==> src/vsw_cfg_pkg.sv <==
// Package: constants and types for the video switch configuration store
// Operation
// - Equalization bit: clear 6 dB, set 12 dB
// - Sixteen equalization bits map B, A, C reversed, D reversed
// - Two-bit pre-emphasis: 0, 2, 4, 6 dB
// - One bit connects all output terminations
// - One bit selects 10 or 20 mA
// - Straps rule only from reset to serial access
// - Enable strap low puts channels in standby
// - Select straps route sources A to D
// - Select straps also route auxiliary, enable forced
// - Parallel mode keeps input terminations all open
// - All equalizer bits copy the single strap
// - Transmitter register takes pre-emphasis, termination, current
// - Modes register: enable bit 6, select bits 1:0
package vsw_cfg_pkg;

    // Field positions
    localparam int TX_CUR_BIT = 0; // Output current select
    localparam int TX_TERM_BIT = 1; // Output termination
    localparam int OUTPUT_PREEMPH_FIELD_LSB = 2; // Pre-emphasis low bit
    localparam int HS_EN_BIT = 6; // Enable bit in mode registers
    localparam int SEL_LSB = 0; // Source select low bit

    // Values after reset and fixed fields
    localparam logic [7:0] ZERO_BYTE = 8'h00;
    localparam logic [1:0] SEL_RESET = 2'h0;
    localparam logic AUX_FORCED_ON = 1'b1;

    // Serial register indices, local to this store
    localparam logic [2:0] IDX_EQ_LO = 3'h0;
    localparam logic [2:0] IDX_EQ_HI = 3'h1;
    localparam logic [2:0] IDX_TX = 3'h2;

    // Decoded analog controls for the high speed path
    typedef enum logic [1:0] {
        PE_0DB,
        PE_2DB,
        PE_4DB,
        PE_6DB
    } preemph_t;

    typedef struct packed {
        logic [15:0] input_eq_level_bits; // 1 = 12 dB, 0 = 6 dB
        logic [15:0] input_term_bits; // 1 = termination connected
        preemph_t output_preemph_field; // For all outputs
        logic output_term_enable; // 1 = terminations connected
        logic output_current_select; // 1 = 20 mA, 0 = 10 mA
    } analog_ctl_t;

    // Per-source lane view of the equalizer bits
    typedef struct packed {
        logic [3:0] src_a; // Lanes 3..0
        logic [3:0] src_b;
        logic [3:0] src_c;
        logic [3:0] src_d;
    } lane_eq_t;

    // Strap pins, all fixed levels on the board
    typedef struct packed {
        logic strap_highspeed_enable;
        logic [1:0] strap_source_select;
        logic strap_eq_level;
        logic [1:0] strap_preemph_pins;
        logic strap_output_term;
        logic strap_output_current;
    } strap_pins_t;

    // Serial register access port, reads and writes
    typedef struct packed {
        logic access; // Any serial access, read or write
        logic wr; // Write strobe
        logic [2:0] idx; // Register index
        logic [7:0] data; // Write data
    } serial_req_t;

endpackage

==> src/video_switch_config_registers.sv <==
// Configuration store with strap mode and serial override
`timescale 1ns/1ps
module video_switch_config_registers (
    input wire logic clk_i,
    input wire logic rst_n_i,
    input wire vsw_cfg_pkg::strap_pins_t straps_i,
    input wire vsw_cfg_pkg::serial_req_t req_i,
    output logic [7:0] rd_data_o,
    output logic parallel_mode_o,
    output logic [7:0] strap_highspeed_modes_o,
    output logic [7:0] strap_auxiliary_modes_o,
    output logic [7:0] strap_receiver_settings_o,
    output logic [7:0] strap_input_termination_low_o,
    output logic [7:0] strap_input_termination_high_o,
    output logic [7:0] strap_rx_equalizer_low_o,
    output logic [7:0] strap_rx_equalizer_high_o,
    output logic [7:0] strap_transmitter_settings_o,
    output vsw_cfg_pkg::analog_ctl_t analog_o,
    output vsw_cfg_pkg::lane_eq_t lane_eq_o
);
    import vsw_cfg_pkg::*;

    logic parallel_r; // High until first serial access
    logic [1:0] sel_r; // Source select caught in reset
    logic [7:0] eq_lo_r; // Serial equalizer low byte
    logic [7:0] eq_hi_r; // Serial equalizer high byte
    logic [7:0] tx_r; // Serial transmitter settings
    logic [15:0] eq_all; // Active 16 equalizer bits
    logic [7:0] tx_act; // Active transmitter byte
    logic [7:0] rd_nxt;

    // Mode flag: any serial access leaves strap mode until reset
    always_ff @(posedge clk_i or negedge rst_n_i) begin
        if (!rst_n_i) begin
            parallel_r <= 1'b1;
        end else if (req_i.access) begin
            parallel_r <= 1'b0;
        end
    end

    // Select straps: tracked only while reset holds; relies on it
    // Synchronous sampling, since async reset may load constants only
    always_ff @(posedge clk_i) begin
        if (!rst_n_i) begin
            sel_r <= straps_i.strap_source_select;
        end
    end

    // Serial writes; the first access also loads straps as a base
    always_ff @(posedge clk_i or negedge rst_n_i) begin
        if (!rst_n_i) begin
            eq_lo_r <= ZERO_BYTE;
            eq_hi_r <= ZERO_BYTE;
            tx_r <= ZERO_BYTE;
        end else begin
            if (parallel_r && req_i.access) begin
                // Carry strap values so a read-only access changes nothing
                eq_lo_r <= {8{straps_i.strap_eq_level}};
                eq_hi_r <= {8{straps_i.strap_eq_level}};
                tx_r <= tx_act;
            end
            if (req_i.access && req_i.wr) begin
                if (req_i.idx == IDX_EQ_LO) begin
                    eq_lo_r <= req_i.data;
                end else if (req_i.idx == IDX_EQ_HI) begin
                    eq_hi_r <= req_i.data;
                end else if (req_i.idx == IDX_TX) begin
                    tx_r <= req_i.data;
                end
            end
        end
    end

    // Strap register images
    always_comb begin
        strap_highspeed_modes_o = ZERO_BYTE;
        strap_highspeed_modes_o[HS_EN_BIT] =
            straps_i.strap_highspeed_enable;
        strap_highspeed_modes_o[SEL_LSB +: 2] = sel_r;
        strap_auxiliary_modes_o = ZERO_BYTE;
        strap_auxiliary_modes_o[HS_EN_BIT] = AUX_FORCED_ON;
        strap_auxiliary_modes_o[SEL_LSB +: 2] = sel_r;
        strap_receiver_settings_o = ZERO_BYTE;
        strap_input_termination_low_o = ZERO_BYTE;
        strap_input_termination_high_o = ZERO_BYTE;
        strap_rx_equalizer_low_o = {8{straps_i.strap_eq_level}};
        strap_rx_equalizer_high_o = {8{straps_i.strap_eq_level}};
        strap_transmitter_settings_o = ZERO_BYTE;
        strap_transmitter_settings_o[OUTPUT_PREEMPH_FIELD_LSB +: 2] =
            straps_i.strap_preemph_pins;
        strap_transmitter_settings_o[TX_TERM_BIT] =
            straps_i.strap_output_term;
        strap_transmitter_settings_o[TX_CUR_BIT] =
            straps_i.strap_output_current;
    end

    // Active source: straps in parallel mode, serial values after
    always_comb begin
        if (parallel_r) begin
            eq_all = {strap_rx_equalizer_high_o, strap_rx_equalizer_low_o};
            tx_act = strap_transmitter_settings_o;
        end else begin
            eq_all = {eq_hi_r, eq_lo_r};
            tx_act = tx_r;
        end
    end

    // Analog controls; termination select registers live elsewhere
    always_comb begin
        analog_o.input_eq_level_bits = eq_all;
        analog_o.input_term_bits = 16'h0000;
        analog_o.output_preemph_field =
            preemph_t'(tx_act[OUTPUT_PREEMPH_FIELD_LSB +: 2]);
        analog_o.output_term_enable = tx_act[TX_TERM_BIT];
        analog_o.output_current_select = tx_act[TX_CUR_BIT];
    end

    // Lane map: B plain, A plain, C and D reversed
    always_comb begin
        lane_eq_o.src_b = eq_all[3:0];
        lane_eq_o.src_a = eq_all[7:4];
        lane_eq_o.src_c = {eq_all[8], eq_all[9], eq_all[10], eq_all[11]};
        lane_eq_o.src_d = {eq_all[12], eq_all[13], eq_all[14], eq_all[15]};
    end

    // Read mux, registered for a clean data output
    always_comb begin
        if (req_i.idx == IDX_EQ_LO) begin
            rd_nxt = eq_all[7:0];
        end else if (req_i.idx == IDX_EQ_HI) begin
            rd_nxt = eq_all[15:8];
        end else if (req_i.idx == IDX_TX) begin
            rd_nxt = tx_act;
        end else begin
            rd_nxt = ZERO_BYTE; // Unmapped index reads zero
        end
    end

    always_ff @(posedge clk_i or negedge rst_n_i) begin
        if (!rst_n_i) begin
            rd_data_o <= ZERO_BYTE;
        end else if (req_i.access && !req_i.wr) begin
            rd_data_o <= rd_nxt;
        end
    end

    assign parallel_mode_o = parallel_r;

endmodule

==> config.mk <==
export PLATFORM = sky130hd
export DESIGN_NAME = video_switch_config_registers
export DESIGN_NICKNAME = d
export VERILOG_FILES = /design/src/vsw_cfg_pkg.sv /design/src/video_switch_config_registers.sv
export SDC_FILE = /design/constraint.sdc
export NUM_CORES = 1
export LEC_CHECK = 0
export ABC_AREA = 1
export BUFFER_PORTS_ARGS = -buffer_cell sky130_fd_sc_hd__buf_2
export CORE_ASPECT_RATIO = 0.5
export CORE_MARGIN = 8
export CORE_UTILIZATION = 41
export CTS_CLUSTER_DIAMETER = 50
export DETAILED_ROUTE_END_ITERATION = 16
export PLACE_DENSITY_LB_ADDON = 0.2
export SYNTH_ARGS = -nofsm -noshare
export SYNTH_HDL_FRONTEND = slang
export SYNTH_SLANG_ARGS = --single-unit
==> constraint.sdc <==
create_clock -name clk_i -period 1.4 [get_ports clk_i]
set_clock_uncertainty 0.2 [all_clocks]
set_input_delay 0.07 -clock clk_i [delete_from_list [all_inputs] [get_ports clk_i]]
set_output_delay 0.07 -clock clk_i [all_outputs]
set_load 0.02 [all_outputs]
### Yosys cells after proc, flatten, opt, wreduce, memory -nomap -nowiden

Cells that the tools add are included.

* register bits after elaboration: 35
* bits of input ports: 23

* reductions and logical operators: 5
* eq/ne operators: 2
* mux-type cells: 17

Operators by type and width (number)
* $mux 8: 16
* $mux 16: 1
* $eq 3x1->1 const B: 1
* $eq 3x2->1 const B: 1
* $logic_and 1x1->1: 3
* $logic_not 3->1: 1
* $logic_not 1->1: 1

### Depth between registers and ports, before layout

Gate-level depths: netlist (run 1).

* depth after elaboration: 6
* depth in mapped cells: 7

### Worst setup path before layout (run 1)

Ideal clock, no wire load.

* kind: register -> register
* start: reg parallel_r, in the netlist parallel_mode_o
* end: reg rd_data_o[5]
* arrival: 1.462 ns
* stages on the path, launching flop included: 8
* required time: 1.134 ns
* slack: -0.328 ns
* cell sequence: dfstp_2 nand2_1 buf_2 o21ai_0 nand2_1 nand3_1 nand2_1 nand2_1

RTL lines
* start: declaration: RTL line video_switch_config_registers.sv:23 `logic parallel_r;`
* start signal: assignment: RTL line video_switch_config_registers.sv:35 `parallel_r <= 1'b1;`
* start signal: assignment: RTL line video_switch_config_registers.sv:37 `parallel_r <= 1'b0;`
* end signal: assignment: RTL line video_switch_config_registers.sv:143 `rd_data_o <= rd_nxt;`
* end: declaration: RTL line video_switch_config_registers.sv:8 `output logic [7:0] rd_data_o,`

==> results of run 1 <==
[worst paths after layout]
kind | startpoint | slack, ns | cells past startpoint | end
hold / removal | req_i[8] | 0.11 | 4 | tx_r[6]
hold reg to reg | rd_data_o[7] | 0.27 | 2 | rd_data_o[7]
setup reg to reg | parallel_mode_o | -0.28 | 10 | tx_r[0]
min in group asynchronous | rst_n_i | 0.16 | 3 | tx_r[0]
setup / recovery | parallel_mode_o | -0.33 | 6 | lane_eq_o[5]
max in group asynchronous | rst_n_i | 0.59 | 3 | parallel_mode_o
[Yosys cell counts (2+ instances only)]
cell,number,area (um^2)
buf_4,94,706
nand2_1,88,330
inv_1,37,139
nor2_1,37,139
dfrtp_1,32,801
o21ai_0,27,135
nand3_1,16,80.1
a21oi_1,12,60.1
o21ai_1,5,25.0
a21oi_2,4,35.0
buf_6,4,45.0
buf_2,3,15.0
nor2_2,3,18.8
clkbuf_1,2,7.51
conb_1,2,7.51
edfxtp_1,2,60.1
inv_4,2,12.5
nand2_2,2,12.5
nor3_4,2,32.5
[critical path, delay by kind of cell, from the launching register on]
kind / cells / cell delay (ns)
and+or+nand+nor: 2 / 0.13
DFF: 1 / 0.56
buffers and inverters: 4 / 0.48
[what timing repair did]
action                                  CTS  global route
setup buffers                            13             0
endpoints found under the setup margin   65            69
resized for setup                       127            37
gates cloned                              2             1
endpoints found under the hold margin    63             0
pin swaps                                 8            15
hold buffers                             17             0
[stage by stage]
step	setup slack [ns]	std cells	TNS (ns)	cell area, um^2
5_1_grt	-0.362	570	-20.73	4110
2_1_floorplan	-0.198	434	-4.77	3140
3_3_place_gp	-0.120	532	-3.73	3100
6_report	-0.328	570	-17.47	4110
4_1_cts	-0.291	571	-15.71	4000
3_5_place_dp	-0.150	532	-4.77	3100
[layer usage]
metal | share of wire [%] | wire length (um)
met1 | 46 | 3960
met2 | 46 | 3920
met3 | 7.3 | 630
met4 | 0.76 | 65
met5 | 0 | 0
[logic make-up (layout without fill, tap and decap cells)]
group | after synthesis | after routing | synth area share [%]
other | 2 | 55 | 0.273
buffers and inverters | 146 | 189 | 34.8
AND/OR/NAND/NOR | 150 | 151 | 23.4
flip-flops | 35 | 35 | 32.2
AO/OA/AOI/OAI | 48 | 48 | 9.28
[where the power goes]
part | switching (mW) | internal [mW] | total [mW]
combinational | 1.32 | 0.962 | 2.28
clock | 0.429 | 0.757 | 1.19
sequential | 0.0942 | 1.20 | 1.30
total | 1.84 | 2.92 | 4.77
[registers in the layout, summed over array words and instances (netlist names)]
register and flops:
eq_hi_r 8, parallel_mode_o 1, tx_r 8, eq_lo_r 8, rd_data_o 8, sel_r 2
[layout by cell type, fill, tap and decap left out]
cell           count
nor2_2             4
nor3_4             2
a21oi_1            7
buf_12             7
nor2_4             1
o21ai_4           12
conb_1            55
o21ai_1            5
buf_4             10
buf_6             52
inv_1             37
o21ai_2           12
a21oi_2            9
nand3_2            4
inv_4              2
buf_2             53
dfrtp_1           32
edfxtp_1           2
nor2_1            35
buf_8              1
nand2_1           61
nand3_1           12
nand2_8            4
clkbuf_16          6
clkinv_8           1
dlygate4sd3_1     17
o21ai_0            3
inv_8              1
clkinvlp_4         1
buf_16             1
dfstp_2            1
nand2_4            9
nand2_2           19
[layout make-up]
| class | count | area share [%] |
|---|---|---|
| clock inverters | 1 | 0.183 |
| multi-input cells | 254 | 36.3 |
| clock buffers | 6 | 3.66 |
| inverters | 41 | 4.36 |
| flip-flops and latches | 35 | 21.6 |
| repair buffers | 141 | 31.1 |
| well taps | 92 | 2.80 |
==> flow_summary.yaml, run 1 <==
sta:
  final.period_utilization_pct: 123
  layout_setup_ws_ns: -0.328
  period_minus_slack_ns: 1.73
  hold_viol: 0
  slew_headroom_pct: 64.0
  drv_slew: 0
  rsz0062_at_grt: "yes"
  worst_hold_slack_ns: 0.114
  setup_viol: 69
  fmax_mhz: 579
  tightest_slew_ns: 0.540
detailed_routing:
  wl_per_cell_um: 15.0
  routed_via_density: 4.37
  vias: 2491
  dr.pass1.iters: 4
  routed_wl_mm: 8.58
  drt-initial-drc-count: 180
  drc: 0
  drt.antenna.violating_nets: 0
power_and_ir_drop:
  peakVddDrop_v: 0.000500
  power_mw: 4.77
  power-per-cell-area_nw_per_um2: 1160
  leakagePower_nw: 2.23
global_routing:
  grt_max_degree: 18
  grt_util_met2_pct: 25.6
  grt_use_total_pct: 16.5
  grt-ovfl-total: 0
  antenna_found_initial: 0
  grt_util_met3_pct: 4.98
  grt_pass1_vias: 2405
  grt_pass1_wl_mm: 12.8
  top_usage_layer: "met2"
  use_met1_pct: 22.1
logic_synthesis:
  synth_area_per_cell_um2: 7.22
  ys_seq_area_share_pct: 32.2
  synth-edff-count: 2
  ys_ff_latch: 35
  netlist_area_um2: 2750
  synth_ff_type: "dfrtp_1"
  synth_cell_type_count: 26
  synth-async-reset-ratio_pct: 94.3
  yosysWarningCount: 0
  synthCells: 381
worst_setup_path:
  crit_slowest_cell: "dfstp_2"
  required_ns: 1.13
  cpMostUsedCell: "buf_6"
  crit_fanout: 9
  path_class: "flip-flop to primary output"
  start_kind: "flip-flop"
  cp_slowest_stage_delay_ns: 0.56
  critPathCaptureType: "primary output"
  cp_cell_sequence: "buf_4, clkinv_8, nand2_2, nand2_4, buf_6, buf_6"
  crit_arrival_ns: 1.46
die:
  fp.dieW_um: 132
  start_util_pct: 41.7
  boundaryPins: 148
  die_h_um: 73.9
  die-area_um2: 9750
  core_area_um2: 6600
  fp-row-count: 21
place:
  gp_congestion: 0.793
  port_buffers: 90
  dp_hpwl_mm: 5.97
clocking:
  cts_tree: "done"
  insertion_delay_ns: 0.28
  clock-root-buffer: "clkbuf_16"
  clkTransAtPathRegs_ns: 0.06
  cts_max_path_buffers: 2
  clock-sinks: 35
  cts_buffers: 5
  h-tree-depth: 2
min_path:
  min_path_type: "input pin to flip-flop"
cells_and_area:
  fin_util_pct: 62.3
  fill_cells: 536
  multi_input_area_um2: 1490
  nets: 501
  syn_to_final_growth_pct: 49.3
  n_antenna_cell: 0
  drive_gt1_share_pct: 44.4
  final-seq-area_um2: 887
status:
  outcome: "complete, but fails checks"
  violations: "setup timing"
flow_run:
  drv_cap: 0
(Power assumes the default switching activity.)
==> run 2: changes to the inputs <==
CORE_ASPECT_RATIO = 0.75   (was 0.5)
==> run 2 against run 1 <==
The run still ends with setup timing left. First-iteration DRC count is 43% lower. Combinational power is 2% lower. Count of clock-buffer cells in the layout stayed put. Cell count is 0.18% lower. Via count is 0.80% lower. Global-route usage is 0.43 points lower. Sequential power hardly changed. Fmax is 1.4% lower. Total power is 5.6% lower. Flip-flop and latch count stayed put. Worst setup slack worse by 0.025 ns. Critical endpoint is now lane_eq_o[0].
==> flow_summary.yaml, run 2 (synthesis gave the netlist of run 1 again) <==
place:
  port_buffers: 90
  placed_cells: 520
  dp_hpwl_mm: 5.68
  gp_congestion: 0.814
  post-place-ws_ns: -0.110
sta:
  period_minus_slack_ns: 1.75
  rsz0062_at_grt: "yes"
  fmax_mhz: 570
  final.period_utilization_pct: 125
  tns_ns: -19.22
  setup_viol: 69
  drv_slew: 0
  layout_setup_ws_ns: -0.353
  hold_viol: 0
  worst_hold_slack_ns: 0.0492
detailed_routing:
  routed_wl_mm: 8.28
  routed_via_density: 4.34
  vias: 2471
  drt-initial-drc-count: 103
  wl_per_cell_um: 14.6
  drt.antenna.violating_nets: 0
  drc: 0
  dr.pass1.iters: 4
worst_setup_path:
  crit_slowest_cell: "dfstp_2"
  start_kind: "flip-flop"
  cp_cell_sequence: "buf_6, nand2_8, clkbuf_16, o21ai_4, buf_6"
  critPathCaptureType: "primary output"
  cp_slowest_stage_delay_ns: 0.58
  crit_fanout: 6
  required_ns: 1.13
  crit_arrival_ns: 1.48
  crit_buf_inv: 3
  cpMostUsedCell: "buf_6"
  path_class: "flip-flop to primary output"
  critPathTopFamily: "flip-flops"
cells_and_area:
  final_cell_mix: "nand2_1, conb_1, buf_2"
  n_antenna_cell: 0
  drive_gt1_share_pct: 46.4
  syn_to_final_growth_pct: 50.3
  nets: 507
  fin_util_pct: 62.0
  finalNonFillerCells: 569
flow_run:
  drv_cap: 0
die:
  core_area_um2: 6670
  fp.dieW_um: 111
  boundaryPins: 148
  die_h_um: 86.9
  start_util_pct: 41.3
  fp-row-count: 26
  die-area_um2: 9620
power_and_ir_drop:
  leakagePower_nw: 2.26
  peakVddDrop_v: 0.000459
  power-per-cell-area_nw_per_um2: 1090
clocking:
  insertion_delay_ns: 0.29
  clock-root-buffer: "clkbuf_8"
  h-tree-depth: 2
  clkTransAtPathRegs_ns: 0.07
  cts_max_path_buffers: 2
  cts_buffers: 5
  cts_tree: "done"
  clock-sinks: 35
global_routing:
  antenna_found_initial: 0
  grt_pass1_vias: 2398
  grt_max_degree: 34
  grt_use_total_pct: 16.1
  grt_pass1_wl_mm: 12.8
  grt-ovfl-total: 0
min_path:
  min_path_type: "input pin to flip-flop"
status:
  outcome: "complete, but fails checks"
  violations: "setup timing"
==> run 2: final cells by class <==
| cell class | instances | area (um^2) |
|---|---|---|
| fill | 588 | 2530 |
| sequential | 35 | 887 |
| tap | 84 | 105 |
| clock inverter | 2 | 35.0 |
| clock buffer | 6 | 82.6 |
| inverter | 41 | 171 |
| multi-input combinational | 254 | 1520 |
| timing repair buffer | 147 | 1340 |
==> run 2: routing by layer <==
metal	part of all wire (%)	routed length, um	vias to the layer above	track usage, %
met5	0	0	-	0
met2	48	3940	83	25.1
met4	2.5	210	0	3.18
met3	6.4	533	13	5.17
met1	43	3600	1144	21.2
li1	-	-	1231	-
==> run 2: timing repair <==
action | CTS | global route
hold buffers | 17 | 0
pin swaps | 7 | 18
hold endpoints to repair | 63 | 0
endpoints found under the setup margin | 65 | 69
gates cloned | 2 | 1
gates resized for setup | 123 | 48
buffers inserted | 18 | 5
==> run 2: path summary, 6_finish.rpt <==
path                                 startpoint  cells after the start               to  slack (ns)
worst max-delay path            parallel_mode_o                      5     lane_eq_o[0]       -0.35
worst min-delay path                  req_i[11]                      6     rd_data_o[6]        0.05
worst max register to register  parallel_mode_o                     10          tx_r[1]       -0.30
worst min register to register     rd_data_o[3]                      2     rd_data_o[3]        0.28
max in group asynchronous               rst_n_i                      3  parallel_mode_o        0.51
min in group asynchronous               rst_n_i                      3       eq_lo_r[5]        0.15
==> run 2: through the flow <==
step	instance area, um^2	total power, mW
finish	4140	4.50
global placement	3030	2.91
global route	4140	4.75
CTS	3920	4.37
detailed placement	3030	2.92
floorplan	3140	2.72
==> run 2: where the power goes <==
group | switching, mW | internal, mW | leakage (nW)
combinational | 1.29 | 0.946 | 1.79
clock | 0.387 | 0.576 | 0.0612
sequential | 0.0953 | 1.20 | 0.413
==> run 2: tightest hold or removal path, delay by kind of cell <==
| family | cells | cell delay, ns |
|---|---|---|
| buffers and inverters | 3 | 0.27 |
| AND/OR/NAND/NOR | 3 | 0.17 |
==> run 3: changes to the inputs <==
ABC_AREA = unset   (was 1)
CORE_UTILIZATION = 40   (was 41)
==> run 3 against run 2 <==
The flow still finishes with violations (setup timing). Synthesized cell count is 18% lower. Flip-flop and latch count is the same. Fmax is 6.2% lower. Sequential power grew 7%. Combinational power shrank 3%. Critical endpoint is now analog_o[0]. Via count is 5.3% lower. Routed wire length is 6.0% higher. Cell count down 11%. Synthesized area decreased by 7.1%. Critical path depth decreased by 1.
==> flow_summary.yaml, run 3 <==
place:
  dp_hpwl_mm: 5.42
  port_buffers: 90
  place_area_um2: 2910
  post-place-ws_ns: -0.232
  gp_congestion: 0.760
detailed_routing:
  vias: 2339
  routed_via_density: 4.64
  drt-initial-drc-count: 137
  routed_wl_mm: 8.78
  drc: 0
  dr.pass1.iters: 4
  wl_per_cell_um: 17.4
  drt.antenna.violating_nets: 0
clocking:
  clkTransAtPathRegs_ns: 0.08
  h-tree-depth: 2
  clock-sinks: 35
  cts_tree: "done"
  clock-root-buffer: "clkbuf_8"
  cts_buffers: 5
  cts_max_path_buffers: 2
  insertion_delay_ns: 0.30
worst_setup_path:
  crit_fanout: 8
  start_kind: "flip-flop"
  crit_start: "parallel_mode_o"
  required_ns: 1.13
  reg2reg_from: "parallel_mode_o"
  critPathCaptureType: "primary output"
  path_class: "flip-flop to primary output"
  crit_arrival_ns: 1.60
die:
  fp.dieW_um: 108
  boundaryPins: 148
  core_area_um2: 6260
  die-area_um2: 9230
  fp-row-count: 25
  start_util_pct: 40.9
  die_h_um: 85.2
power_and_ir_drop:
  power-per-cell-area_nw_per_um2: 1100
  p_comb_share_pct: 49.3
  peakVddDrop_v: 0.000521
  power_switching_mw: 1.77
  clkPwrFrac_pct: 19.4
  leakagePower_nw: 1.97
  seq_power_share_pct: 31.3
  switching_share_pct: 40.0
  p_int_mw: 2.66
  power_mw: 4.43
sta:
  hold_viol: 0
  setup_viol: 68
  final.period_utilization_pct: 133
  period_minus_slack_ns: 1.87
  drv_slew: 0
  fmax_mhz: 535
  layout_setup_ws_ns: -0.469
  rsz0062_at_grt: "yes"
cells_and_area:
  fill_cells: 516
  nets: 446
  syn_to_final_growth_pct: 58.2
  multi_input_area_um2: 1420
  fin_area_um2: 4040
  drive_gt1_share_pct: 48.2
  final-seq-area_um2: 887
  final_common_cell: "buf_6"
  final_cell_mix: "buf_6, conb_1, buf_2"
  fin_util_pct: 64.6
  n_antenna_cell: 0
logic_synthesis:
  synthCells: 312
  synth_top_cell_area_share_pct: 31.3
  yosys.area.top_type: "dfrtp_1"
  synth-edff-count: 2
  synth-async-reset-ratio_pct: 94.3
  synth_most_common_cell: "buf_4"
  synth_cell_type_count: 30
  ys_ff_latch: 35
  yosysWarningCount: 0
  ys_seq_area_share_pct: 34.7
  synthTopCellsByArea: "dfrtp_1, buf_4, o21ai_0, a21oi_1, nand2_1"
  synth_commonest_cells: "buf_4, nand2_1, dfrtp_1, o21ai_0, a21oi_1"
  netlist_area_um2: 2560
  synth_area_per_cell_um2: 8.19
  synth_ff_type: "dfrtp_1"
global_routing:
  grt-ovfl-total: 0
  grt_max_degree: 34
  grt_use_total_pct: 16.3
  grt_pass1_wl_mm: 11.9
  grt_pass1_vias: 2264
  antenna_found_initial: 0
status:
  outcome: "complete, but fails checks"
  violations: "setup timing"
min_path:
  min_path_type: "input pin to flip-flop"
  worstHoldStart: "req_i[10]"
flow_run:
  drv_cap: 0
[run 3: worst paths after layout]
path,slack [ns],end,cells after the start
worst max-delay path,-0.47,analog_o[0],4
worst min-delay path,0.07,tx_r[2],5
worst max register to register,-0.46,rd_data_o[4],7
worst min register to register,0.28,rd_data_o[7],2
max in group asynchronous,0.49,parallel_mode_o,3
min in group asynchronous,0.17,rd_data_o[3],3
[run 3: critical path, cell delays in order, from the launching register on]
cell	delay [ns]
dfstp_2	0.57
buf_12	0.15
mux2_4	0.33
buf_6	0.13
buf_6	0.12
[run 3: area by class of cell]
| class | instances | area share [%] |
|---|---|---|
| tap | 81 | 2.51 |
| clock buffer | 6 | 2.32 |
| inverter | 10 | 0.928 |
| multi-input combinational | 211 | 35.1 |
| sequential | 35 | 21.9 |
| timing repair buffer | 160 | 37.0 |
| clock inverter | 1 | 0.186 |
[run 3: cell families (layout without fill, tap and decap cells)]
kind of cell / count (synthesis) / after routing / share of synthesized area (%)
mux: 8 / 8 / 3.33
compound gates: 75 / 75 / 15.7
simple gates: 71 / 73 / 13.5
buf+inv: 121 / 177 / 32.5
flops: 35 / 35 / 34.7
other cells: 2 / 55 / 0.294
[run 3: through the flow]
stage                     setup TNS (ns)  hold WS [ns]  std cells
final                             -24.72        0.0697        504
after global routing              -27.21        0.0788        504
after CTS                         -21.68        0.0769        494
after detailed placement           -7.03       -0.0598        456
after global placement             -6.27       -0.0598        456
after floorplan                   -13.07        -0.426        365
[run 3: power by group through the flow]
stage / logic [mW] / registers, mW / clock network [mW]
floorplan: 1.24 / 1.34 / 0
global placement: 1.53 / 1.34 / 0
detailed placement: 1.53 / 1.35 / 0
CTS: 1.83 / 1.36 / 0.847
global route: 2.31 / 1.40 / 0.911
finish: 2.18 / 1.39 / 0.858
[run 3: metal layers]
layer  vias to the layer above  wire length [um]  global-route usage (%)
met1                      1122              3680                    22.2
met4                         0               102                    2.97
met2                       101              4300                    25.9
met5                         -                 0                       0
li1                       1104                 -                       -
met3                        12               701                    3.48
[run 3: what timing repair did]
item | CTS | global route
hold endpoints to repair | 63 | 0
hold buffers | 17 | 0
gates cloned | 4 | 2
pin swaps | 13 | 19
setup endpoints to repair | 67 | 69
resized for setup | 73 | 85
buffers inserted | 10 | 8
